==> src/shared/serial_eeprom_regs.vh <==
`ifndef SERIAL_EEPROM_REGS_VH
`define SERIAL_EEPROM_REGS_VH
// How it works
// - Counter holds last accessed address plus one
// - Counter kept between operations while powered
// - Read wrap: last byte to first byte
// - Write wrap stays within current page
// - After read-select ack, shift out current data
// - Random read returns data at loaded address
// - Each master ack increments, sends next word
// - Sequential read wraps at top, continues
// - Eighth address bit selects read or write
// - Match drives ack low; mismatch goes standby
// - Top four address bits hold type pattern
// - Page bits form upper word address bits

// ------------------------------------------------
// Address word layout and constants
// ------------------------------------------------
`define DEV_TYPE_CODE 4'hA
`define DEV_TYPE_MSB 7
`define DEV_TYPE_LSB 4
`define DEV_RW_BIT 0
`define ADDR_RESET 11'h000
`define FIFO_DEPTH_DEF 8
`endif

==> src/logic/byte_fifo.v <==
`timescale 1ns/1ps
module byte_fifo #(
    parameter WIDTH = 8,
    parameter DEPTH = 8,
    parameter AW = 3
) (
    // Clock and reset
    input wire clk_i,
    input wire arst_n_i,
    input wire flush_i,
    // Fill side
    input wire in_valid_i,
    output wire in_ready_o,
    input wire [WIDTH-1:0] in_data_i,
    // Drain side
    output wire out_valid_o,
    input wire out_ready_i,
    output wire [WIDTH-1:0] out_data_o
);
    reg [WIDTH-1:0] mem [0:DEPTH-1];
    reg [AW-1:0] wr_ptr_r;
    reg [AW-1:0] rd_ptr_r;
    reg [AW:0] count_r;
    wire push;
    wire pop;

    assign in_ready_o = (count_r != DEPTH[AW:0]);
    assign out_valid_o = (count_r != {(AW+1){1'b0}});
    assign out_data_o = mem[rd_ptr_r];
    assign push = in_valid_i && in_ready_o;
    assign pop = out_valid_o && out_ready_i;

    always @(posedge clk_i) begin
        if (push) begin
            mem[wr_ptr_r] <= in_data_i;
        end
    end

    always @(posedge clk_i or negedge arst_n_i) begin
        if (!arst_n_i) begin
            wr_ptr_r <= {AW{1'b0}};
            rd_ptr_r <= {AW{1'b0}};
            count_r <= {(AW+1){1'b0}};
        end else if (flush_i) begin
            wr_ptr_r <= {AW{1'b0}};
            rd_ptr_r <= {AW{1'b0}};
            count_r <= {(AW+1){1'b0}};
        end else begin
            if (push) begin
                wr_ptr_r <= (wr_ptr_r == DEPTH[AW-1:0] - 1'b1) ?
                    {AW{1'b0}} : wr_ptr_r + 1'b1;
            end
            if (pop) begin
                rd_ptr_r <= (rd_ptr_r == DEPTH[AW-1:0] - 1'b1) ?
                    {AW{1'b0}} : rd_ptr_r + 1'b1;
            end
            if (push && !pop) begin
                count_r <= count_r + 1'b1;
            end else if (pop && !push) begin
                count_r <= count_r - 1'b1;
            end
        end
    end
endmodule // byte_fifo

==> src/logic/eeprom_read_engine.v <==
`timescale 1ns/1ps
`include "serial_eeprom_regs.vh"
module eeprom_read_engine #(
    parameter AW = 11,
    parameter PAGE_BITS = 4,
    parameter PAGE_SEL_BITS = 3,
    parameter FIFO_DEPTH = `FIFO_DEPTH_DEF
) (
    // Clock and reset
    input wire clk_i,
    input wire arst_n_i,
    // Two-wire bus pins
    input wire scl_i,
    input wire sda_i,
    output reg sda_o,
    output reg sda_oe_o,
    // Hard-wired device address pins
    input wire [2:0] chip_sel_i,
    // Memory array read port
    output reg [AW-1:0] mem_addr_o,
    output reg mem_rd_o,
    input wire [7:0] mem_data_i,
    // Memory array write stream
    output reg wr_valid_o,
    output reg [AW-1:0] wr_addr_o,
    output reg [7:0] wr_data_o,
    input wire wr_ready_i,
    // Status
    output reg busy_o,
    output reg [AW-1:0] addr_cnt_o
);
    localparam ST_IDLE = 3'h0;
    localparam ST_DEVADR = 3'h1;
    localparam ST_ACK = 3'h2;
    localparam ST_WADDR = 3'h3;
    localparam ST_WDATA = 3'h4;
    localparam ST_RDATA = 3'h5;
    localparam ST_MACK = 3'h6;
    localparam ST_FETCH = 3'h7;
    localparam LOW_BITS = AW - PAGE_SEL_BITS;
    localparam FIFO_AW = $clog2(FIFO_DEPTH);

    // ------------------------------------------------
    // Pin synchronisers and edge detection
    // ------------------------------------------------
    // Two stages tame metastability; the third keeps the last level
    reg scl_m_r, scl_s_r, scl_d_r;
    reg sda_m_r, sda_s_r, sda_d_r;
    always @(posedge clk_i or negedge arst_n_i) begin
        if (!arst_n_i) begin
            scl_m_r <= 1'b1;
            scl_s_r <= 1'b1;
            scl_d_r <= 1'b1;
            sda_m_r <= 1'b1;
            sda_s_r <= 1'b1;
            sda_d_r <= 1'b1;
        end else begin
            scl_m_r <= scl_i;
            scl_s_r <= scl_m_r;
            scl_d_r <= scl_s_r;
            sda_m_r <= sda_i;
            sda_s_r <= sda_m_r;
            sda_d_r <= sda_s_r;
        end
    end
    wire scl_rise = scl_s_r && !scl_d_r;
    wire scl_fall = !scl_s_r && scl_d_r;
    // Data moving while clock is high marks start or stop
    wire start_ev = scl_s_r && scl_d_r && sda_d_r && !sda_s_r;
    wire stop_ev = scl_s_r && scl_d_r && !sda_d_r && sda_s_r;

    // ------------------------------------------------
    // Address helpers
    // ------------------------------------------------
    function [AW-1:0] read_next;
        input [AW-1:0] a;
        begin
            read_next = a + 1'b1;
        end
    endfunction

    function [AW-1:0] write_next;
        input [AW-1:0] a;
        begin
            // Only the in-page bits count, the page row is kept
            write_next = {a[AW-1:PAGE_BITS],
                          a[PAGE_BITS-1:0] + 1'b1};
        end
    endfunction

    // ------------------------------------------------
    // Device address decode
    // ------------------------------------------------
    // Strapped bits above the page bits must match their pins; the
    // widest array uses all three as page bits and strapping is moot
    function dev_match;
        input [7:0] w;
        input [2:0] pins;
        integer i;
        begin
            dev_match = (w[`DEV_TYPE_MSB:`DEV_TYPE_LSB] == `DEV_TYPE_CODE);
            for (i = 0; i < 3; i = i + 1) begin
                if (i >= PAGE_SEL_BITS && w[i+1] != pins[i]) begin
                    dev_match = 1'b0;
                end
            end
        end
    endfunction

    // Write data leaves through a FIFO so the array may stall us
    reg fifo_in_valid_r;
    reg [AW+7:0] fifo_in_data_r;
    wire fifo_in_ready;
    wire fifo_out_valid;
    wire [AW+7:0] fifo_out_data;
    wire fifo_take = fifo_out_valid && (!wr_valid_o || wr_ready_i);

    byte_fifo #(
        .WIDTH(AW + 8),
        .DEPTH(FIFO_DEPTH),
        .AW(FIFO_AW)
    ) u_wr_fifo (
        .clk_i(clk_i),
        .arst_n_i(arst_n_i),
        .flush_i(1'b0),
        .in_valid_i(fifo_in_valid_r),
        .in_ready_o(fifo_in_ready),
        .in_data_i(fifo_in_data_r),
        .out_valid_o(fifo_out_valid),
        .out_ready_i(fifo_take),
        .out_data_o(fifo_out_data)
    );

    // ------------------------------------------------
    // Protocol state machine
    // ------------------------------------------------
    reg [2:0] state_r;
    reg [3:0] bit_cnt_r;
    reg [7:0] shift_r;
    reg [7:0] tx_r;
    reg [1:0] ack_next_r;
    reg [AW-1:0] addr_r;
    // Page bits of the address byte stand above the counter's low bits
    wire [AW-1:0] sel_addr = {shift_r[PAGE_SEL_BITS:1],
                              addr_r[LOW_BITS-1:0]};

    always @(posedge clk_i or negedge arst_n_i) begin
        if (!arst_n_i) begin
            state_r <= ST_IDLE;
            bit_cnt_r <= 4'h0;
            shift_r <= 8'h00;
            tx_r <= 8'hFF;
            ack_next_r <= 2'h0;
            addr_r <= `ADDR_RESET;
            sda_o <= 1'b0;
            sda_oe_o <= 1'b0;
            mem_addr_o <= `ADDR_RESET;
            mem_rd_o <= 1'b0;
            fifo_in_valid_r <= 1'b0;
            fifo_in_data_r <= {(AW+8){1'b0}};
            busy_o <= 1'b0;
            addr_cnt_o <= `ADDR_RESET;
        end else begin
            mem_rd_o <= 1'b0;
            sda_o <= 1'b0;
            if (fifo_in_valid_r && fifo_in_ready) begin
                fifo_in_valid_r <= 1'b0;
            end
            busy_o <= (state_r != ST_IDLE);
            addr_cnt_o <= addr_r;
            if (stop_ev) begin
                // Counter is left untouched between operations
                state_r <= ST_IDLE;
                sda_oe_o <= 1'b0;
            end else if (start_ev) begin
                state_r <= ST_DEVADR;
                bit_cnt_r <= 4'h0;
                sda_oe_o <= 1'b0;
            end else begin
                case (state_r)
                ST_IDLE: begin
                    // Standby: line released, counter kept
                    sda_oe_o <= 1'b0;
                end
                ST_DEVADR, ST_WADDR, ST_WDATA: begin
                    if (scl_rise) begin
                        shift_r <= {shift_r[6:0], sda_s_r};
                        bit_cnt_r <= bit_cnt_r + 4'h1;
                    end else if (scl_fall && bit_cnt_r == 4'h8) begin
                        bit_cnt_r <= 4'h0;
                        if (state_r == ST_DEVADR) begin
                            if (dev_match(shift_r, chip_sel_i)) begin
                                if (PAGE_SEL_BITS > 0) begin
                                    addr_r[AW-1:LOW_BITS] <=
                                        shift_r[PAGE_SEL_BITS:1];
                                end
                                ack_next_r <= shift_r[`DEV_RW_BIT] ?
                                    2'h1 : 2'h2;
                                sda_oe_o <= 1'b1;
                                state_r <= ST_ACK;
                                if (shift_r[`DEV_RW_BIT]) begin
                                    mem_addr_o <= sel_addr;
                                    mem_rd_o <= 1'b1;
                                end
                            end else begin
                                state_r <= ST_IDLE;
                            end
                        end else if (state_r == ST_WADDR) begin
                            // Dummy write loads the counter here
                            addr_r[LOW_BITS-1:0] <=
                                shift_r[LOW_BITS-1:0];
                            ack_next_r <= 2'h3;
                            sda_oe_o <= 1'b1;
                            state_r <= ST_ACK;
                        end else if (fifo_in_ready) begin
                            fifo_in_data_r <= {addr_r, shift_r};
                            fifo_in_valid_r <= 1'b1;
                            addr_r <= write_next(addr_r);
                            ack_next_r <= 2'h3;
                            sda_oe_o <= 1'b1;
                            state_r <= ST_ACK;
                        end else begin
                            // Full buffer: withhold ack, wait for stop
                            state_r <= ST_IDLE;
                        end
                    end
                end
                ST_ACK: begin
                    // Data is picked up at the fall that ends the ack bit
                    if (scl_fall) begin
                        sda_oe_o <= 1'b0;
                        case (ack_next_r)
                        2'h1: begin
                            tx_r <= mem_data_i;
                            addr_r <= read_next(addr_r);
                            state_r <= ST_RDATA;
                            sda_oe_o <= !mem_data_i[7];
                        end
                        2'h2: state_r <= ST_WADDR;
                        default: state_r <= ST_WDATA;
                        endcase
                    end
                end
                ST_RDATA: begin
                    // Bits move on the fall so they stand while clock is high
                    if (scl_fall) begin
                        if (bit_cnt_r == 4'h7) begin
                            bit_cnt_r <= 4'h0;
                            sda_oe_o <= 1'b0;
                            state_r <= ST_MACK;
                        end else begin
                            bit_cnt_r <= bit_cnt_r + 4'h1;
                            tx_r <= {tx_r[6:0], 1'b1};
                            sda_oe_o <= !tx_r[6];
                        end
                    end
                end
                ST_MACK: begin
                    // Master's answer is read while the clock is high
                    if (scl_rise) begin
                        if (!sda_s_r) begin
                            mem_addr_o <= addr_r;
                            mem_rd_o <= 1'b1;
                            state_r <= ST_FETCH;
                        end else begin
                            // Master nack: wait for stop
                            state_r <= ST_IDLE;
                        end
                    end
                end
                ST_FETCH: begin
                    // Next word leaves on the fall that ends the ack bit
                    if (scl_fall) begin
                        tx_r <= mem_data_i;
                        addr_r <= read_next(addr_r);
                        sda_oe_o <= !mem_data_i[7];
                        state_r <= ST_RDATA;
                    end
                end
                default: state_r <= ST_IDLE;
                endcase
            end
        end
    end

    // ------------------------------------------------
    // Write stream output stage
    // ------------------------------------------------
    // Entry is held while the array stalls; a new one follows its taking
    always @(posedge clk_i or negedge arst_n_i) begin
        if (!arst_n_i) begin
            wr_valid_o <= 1'b0;
            wr_addr_o <= `ADDR_RESET;
            wr_data_o <= 8'h00;
        end else if (fifo_take) begin
            wr_valid_o <= 1'b1;
            wr_addr_o <= fifo_out_data[AW+7:8];
            wr_data_o <= fifo_out_data[7:0];
        end else if (wr_ready_i) begin
            wr_valid_o <= 1'b0;
        end
    end
endmodule // eeprom_read_engine

==> config.mk <==
export PLATFORM = sky130hd
export DESIGN_NAME = eeprom_read_engine
export DESIGN_NICKNAME = d
export VERILOG_FILES = /design/src/logic/byte_fifo.v /design/src/logic/eeprom_read_engine.v
export VERILOG_INCLUDE_DIRS = /design/src /design/src/shared
export SDC_FILE = /design/constraint.sdc
export NUM_CORES = 1
export LEC_CHECK = 0
export BUFFER_PORTS_ARGS = -buffer_cell sky130_fd_sc_hd__buf_4
export CORE_MARGIN = 2
export CORE_UTILIZATION = 55
export DETAILED_ROUTE_END_ITERATION = 12
export HOLD_SLACK_MARGIN = 0.02
export PLACE_DENSITY = 0.73
export SETUP_SLACK_MARGIN = 0.4
export SYNTH_ARGS = -nofsm -noshare
export SYNTH_HDL_FRONTEND = slang
export SYNTH_HIERARCHICAL = 1
export SYNTH_SLANG_ARGS = --single-unit
export TNS_END_PERCENT = 5
==> constraint.sdc <==
create_clock -name clk_i -period 3.6 [get_ports clk_i]
set_clock_uncertainty 0.05 [all_clocks]
set_input_delay 0.72 -clock clk_i [delete_from_list [all_inputs] [get_ports clk_i]]
set_output_delay 0.72 -clock clk_i [all_outputs]
set_load 0.03 [all_outputs]
==> out/results.txt, run 1 <==
Final ANT Viol Nets: 0
global placement routability congestion: 0.844
Leakage: 4.66 nW
placed instance count: 1014
critical path class: reg -> reg
Slew @ Worst Pin: 1.20 ns
#FFs+latches synth: 268
largest net degree at the start of global routing: 64
Via Count: 6325
layout cells sized above 1: 32.0%
final WL: 22.4 mm
slew margin rel.: 19.8%
Sink Count: 268
CTS tree: yes
f_max: 351 MHz
CP bufs+invs: 1
Iteration-0 DRC Markers: 403
critical path's slowest cell: dfrtp_1
share of the synthesized area in the top cell type: 40.8%
Die W: 147 µm
Final min period: 2.85 ns
first-pass GRT wire length: 35.9 mm
part of the Yosys area used for sequential elements: 66.8%
min-delay worst type: in -> async
Yosys top cell by area: edfxtp_1
Fin Setup TNS: 0 ns
Core Region: 20100 µm²
IO Port Bufs: 57
synthesized cell area: 11200 µm²
cts hold-fix bufs: 0
Max Transition Viols Final: 0
H-tree Lvls: 1
initial antenna violation count: 0
CP Data Required Time: 3.96 ns
max-cap viol count: 0
WL/cell: 21.0 µm
post-detail-place hpwl: 13.9 mm
Worst-path clk slew: 0.06 ns
worst path cell trace: nor3_1, nand2b_1, nand2_1, inv_1, o41ai_2, nand3_1, ha_1, and3_1, o211ai_1, mux2i_1, o211ai_1
number of global-route vias before repair: 6613
count leader, synth: edfxtp_1
CP dominant cell by count: o211ai_1
Crit Path Max Fanout: 7
io pins: 62
GRT overflow: 0
CTS Buffer Depth: 3
initial core utilization: 55.7%
RSZ-0062 raised after global routing: false
CP Capture Type: register
Crit path max-delay family: simple AND/OR/NAND/NOR gates
EDFF count, synth: 152
ys async rst share: 43.3%
Final setup viols: 0
global router's overall resource usage: 21.4%
# rows: 52
final hold vios: 0
Worst-Skew Late Latency: 0.55 ns
final worst path period share: 79.1%
clock tree root buffer cell: clkbuf_16
filler instances: 1393
final net count: 803
Synth Flop Type: edfxtp_1
DRC: 0
max incr delay on CP: 0.47 ns
PD cells: 600 nW/µm²
Layout area overhead: 15.3%
Max VDD drop: 582 µV
distinct cell type count of the synthesized netlist: 68
synth cell count leaders: edfxtp_1, dfrtp_1, mux2_2, mux4_2, nor2_1
DR pass1 iterations: 5
flop-to-flop setup slack: 0.75 ns
Die Span Y: 147 µm
Post-Synthesis Cells: 702
Worst Setup Start Kind: register
post-CTS setup repair buffer count: 0
Final Util: 64.2%
final cell count without fillers: 1066
antenna cells: 0
CTS buffer count: 28
synth top area cells: edfxtp_1, dfrtp_1, mux4_2
die area: 21500 µm²
Mean Syn Cell Area: 16.0 µm²
vias per cell: 5.93
status: completed
crit path DAT: 3.20 ns
cells resized by post-CTS repair: 0
total chip power: 7.75 mW
Ys Warns: 6
routing by layer:
layer	wire length (µm)	vias to the layer above	track usage, %	share of wire, %
met4	591	0	6.89	2.6
met3	1200	49	3.45	5.4
met1	9100	3250	28.4	41
met2	11500	192	36.7	51
li1	-	2834	-	-
met5	0	-	0	0
cells in the final DEF, fill, tap and decap left out, drive strengths merged, types with 5 or more instances in the layout:
cell type and n:
mux2 70, clkinv 7, o211ai 5, clkbuf 41, a211oi 7, edfxtp 152, o21ai 33, nor3 15
nand3 16, mux2i 17, dfstp 13, nor2 33, nand2 33, nand2b 9, buf 71, inv 17
mux4 38, ha 12, a21oi 18, nor2b 9, dfrtp 103, conb 5, and3 6
per-stage QoR:
step | hold slack [ns] | worst slack [ns] | instance area, µm²
after floorplan | 0.295 | 0.590 | 11200
after global placement | 0.297 | 0.746 | 12000
after detailed placement | 0.300 | 0.697 | 12000
after CTS | 0.233 | 0.746 | 12900
after global routing | 0.230 | 0.485 | 12900
final | 0.238 | 0.753 | 12900
power by group:
group	internal (mW)	total (mW)	leakage (nW)	switching [mW]
clock network	1.67	2.82	0.454	1.15
registers	3.47	3.74	2.63	0.267
logic	0.481	1.19	1.58	0.705
final timing paths:
kind                                            from                    end  cells after the start
max in group asynchronous                   arst_n_i  u_wr_fifo/rd_ptr_r[0]                      2
worst max-delay path            u_wr_fifo/count_r[0]   u_wr_fifo/count_r[3]                     11
min in group clk_i                             sda_i                sda_m_r                      1
worst min register to register               sda_m_r                sda_s_r                      0
worst min-delay path                        arst_n_i           wr_addr_o[7]                      1
worst max register to register  u_wr_fifo/count_r[0]   u_wr_fifo/count_r[3]                     11
cell families (layout without fill, tap and decap cells):
family,count (synthesis),after routing,share of synthesized area [%]
and+or+nand+nor,145,145,6.80
AOI/OAI and AO/OA,98,98,6.11
buffers and inverters,48,138,2.09
DFF,268,268,66.8
muxes,125,125,16.3
xor gates and xnor gates,4,4,0.313
adders and majority gates,13,13,1.52
other,1,5,0.0335
registers in the layout, indices dropped and copies added (netlist names), 2 cells and up, named ones only:
name and count:
ack_next_r 2, addr_cnt_o 11, addr_r 11, bit_cnt_r 4, fifo_in_data_r 19, mem_addr_o 11
shift_r 8, state_r 3, tx_r 7, u_wr_fifo/count_r 4, u_wr_fifo/mem 152, u_wr_fifo/rd_ptr_r 3
u_wr_fifo/wr_ptr_r 3, wr_addr_o 11, wr_data_o 8
cell type report:
type | instances | area [µm²] | area share (%)
Sequential cell | 268 | 7480 | 58.0
Tap cell | 270 | 338 | 2.62
Clock buffer | 41 | 831 | 6.44
Clock inverter | 11 | 97.6 | 0.756
Multi-Input combinational cell | 390 | 3560 | 27.5
Timing Repair Buffer | 71 | 546 | 4.23
Inverter | 15 | 56.3 | 0.436
(Power assumes the default switching activity.)
==> inputs of run 2 (changes only) <==
- ABC_AREA: default -> 1
- clock period: 3.6 -> 2.9 ns (I/O delays scaled with it)
==> out/results.txt, run 2 <==
Worst-Skew Late Latency: 0.54 ns
share of the synthesized area in the top cell type: 39.3%
Via Count: 7996
global placement routability congestion: 0.919
distinct cell type count of the synthesized netlist: 42
part of the Yosys area used for sequential elements: 64.5%
Iteration-0 DRC Markers: 505
critical path class: reg -> reg
filler instances: 1667
H-tree Lvls: 1
#FFs+latches synth: 268
CTS buffer count: 28
max FFs per register: 152
slew margin rel.: 47.6%
Leakage: 5.39 nW
initial core utilization: 55.6%
Fin Setup TNS: 0 ns
f_max: 457 MHz
Slew @ Worst Pin: 0.785 ns
Max VDD drop: 671 µV
synthesized cell area: 11600 µm²
Mean Syn Cell Area: 10.2 µm²
Final ANT Viol Nets: 0
Crit Path Max Fanout: 7
IO Port Bufs: 57
most common cell after layout, fill and taps aside: nand2_1
final worst path period share: 75.4%
layout cells sized above 1: 14.9%
number of global-route vias before repair: 7678
cts hold-fix bufs: 0
GRT overflow: 0
Ys Warns: 6
Final Cell Area: 13200 µm²
CP Data Required Time: 3.27 ns
CP Capture Type: register
initial antenna violation count: 0
Die W: 149 µm
Worst Setup Start Kind: register
Final min period: 2.19 ns
final hold vios: 0
Final setup viols: 0
final net count: 1234
crit path DAT: 2.56 ns
RSZ-0062 raised after global routing: false
status: completed
Yosys top cell by area: edfxtp_1
final cell count without fillers: 1502
total chip power: 11.1 mW
largest net degree at the start of global routing: 78
Max Transition Viols Final: 0
antenna cells: 0
Core Region: 20900 µm²
CTS Buffer Depth: 3
post-CTS setup repair buffer count: 0
Synth Flop Type: edfxtp_1
final WL: 24.3 mm
clock tree root buffer cell: clkbuf_16
CTS tree: yes
DRC: 0
synth top area cells: edfxtp_1, dfrtp_1, nand2_1
die area: 22300 µm²
WL/cell: 16.1 µm
post-detail-place hpwl: 15.2 mm
# rows: 53
Sink Count: 268
Post-Synthesis Cells: 1137
Cell Area, Placed: 12300 µm²
Layout area overhead: 14.0%
vias per cell: 5.32
min-delay worst type: in -> async
commonest cells after routing, fill and taps aside: nand2_1, nor2_1, edfxtp_1
first-pass GRT wire length: 39.3 mm
EDFF count, synth: 152
placed instance count: 1450
Largest Register: u_wr_fifo/mem
top flop regs: u_wr_fifo/mem x152, fifo_in_data_r x19
PD cells: 836 nW/µm²
count leader, synth: nand2_1
DR pass1 iterations: 5
io pins: 62
ys async rst share: 43.3%
global router's overall resource usage: 22.3%
Worst-path clk slew: 0.06 ns
synth cell count leaders: nand2_1, nor2_1, edfxtp_1, o21ai_0, dfrtp_1
Die Span Y: 149 µm
max-cap viol count: 0
cells resized by post-CTS repair: 0
## run 2: cell types whose count changed in the layout (fill, tap and decap cells not counted), sizes merged, moves of 10 or more
cell	previous run	this run
mux2i	17	0
nand3	16	47
nor2	33	180
mux4	38	0
nand2	33	273
inv	17	85
a31oi	3	19
o22ai	3	21
o21ai	33	153
mux2	70	0
nor3	15	5
## run 2: final timing paths
| check | start | endpoint | cells after the start | slack [ns] |
|---|---|---|---|---|
| worst max register to register | u_wr_fifo/count_r[2] | u_wr_fifo/count_r[3] | 12 | 0.71 |
| worst min register to register | scl_m_r | scl_s_r | 0 | 0.29 |
| max in group asynchronous | arst_n_i | sda_s_r | 2 | 2.08 |
| worst max-delay path | u_wr_fifo/count_r[2] | u_wr_fifo/count_r[3] | 12 | 0.71 |
| min in group clk_i | sda_i | sda_m_r | 1 | 0.12 |
| worst min-delay path | arst_n_i | wr_addr_o[6] | 1 | 0.03 |
## run 2: kinds of logic (layout without fill, tap and decap cells)
logic type / Yosys count / in the layout / synth area share, %
and+or+nand+nor: 517 / 517 / 18.8
DFF: 268 / 268 / 64.5
AOI/OAI and AO/OA: 205 / 205 / 9.88
other: 1 / 5 / 0.0323
xor gates and xnor gates: 3 / 3 / 0.226
adders and majority gates: 13 / 13 / 1.47
buffers and inverters: 130 / 216 / 5.09
## run 2: through the flow
| step | setup WS (ns) | util, % | hold WS, ns |
|---|---|---|---|
| finish | 0.713 | 63.3 | 0.0264 |
| global route | 0.558 | 63.3 | 0.0726 |
| CTS | 0.715 | 63.3 | 0.0487 |
| detailed placement | 0.665 | 59.1 | 0.297 |
| global placement | 0.681 | 59.1 | 0.297 |
| floorplan | 0.621 | - | 0.234 |
## run 2: worst max-delay path, cell delays in order (launching register included)
cell and delay (ns):
dfrtp_1 0.44, nor2_1 0.22, nand2_2 0.11, nand2_1 0.09, inv_1 0.07, nand2_4 0.10
nand3_4 0.12, ha_1 0.38, a21oi_1 0.16, nand2_1 0.07, nand3b_1 0.17, nand3_2 0.06
nand2_1 0.05
## run 2: area by class of cell
type | instances | area, µm² | share of cell area, %
clock buffer | 45 | 826 | 6.24
tap | 275 | 344 | 2.60
inverter | 85 | 319 | 2.41
multi-input combinational | 743 | 3550 | 26.8
sequential | 268 | 7480 | 56.6
clock inverter | 7 | 63.8 | 0.482
timing repair buffer | 79 | 643 | 4.86
## run 2: routing by layer
metal	vias up	global-route usage [%]	share of wire, %
met2	185	37.9	50
li1	3944	-	-
met3	32	3.64	4.9
met4	0	5.86	2.1
met5	-	0	0
met1	3835	30.1	43
## run 2: report_power, final
group          internal [mW]  switching, mW  total, mW
Combinational          0.939           1.98       2.92
Sequential              4.41          0.308       4.72
Clock                   2.03           1.40       3.43
Total                   7.38           3.68       11.1
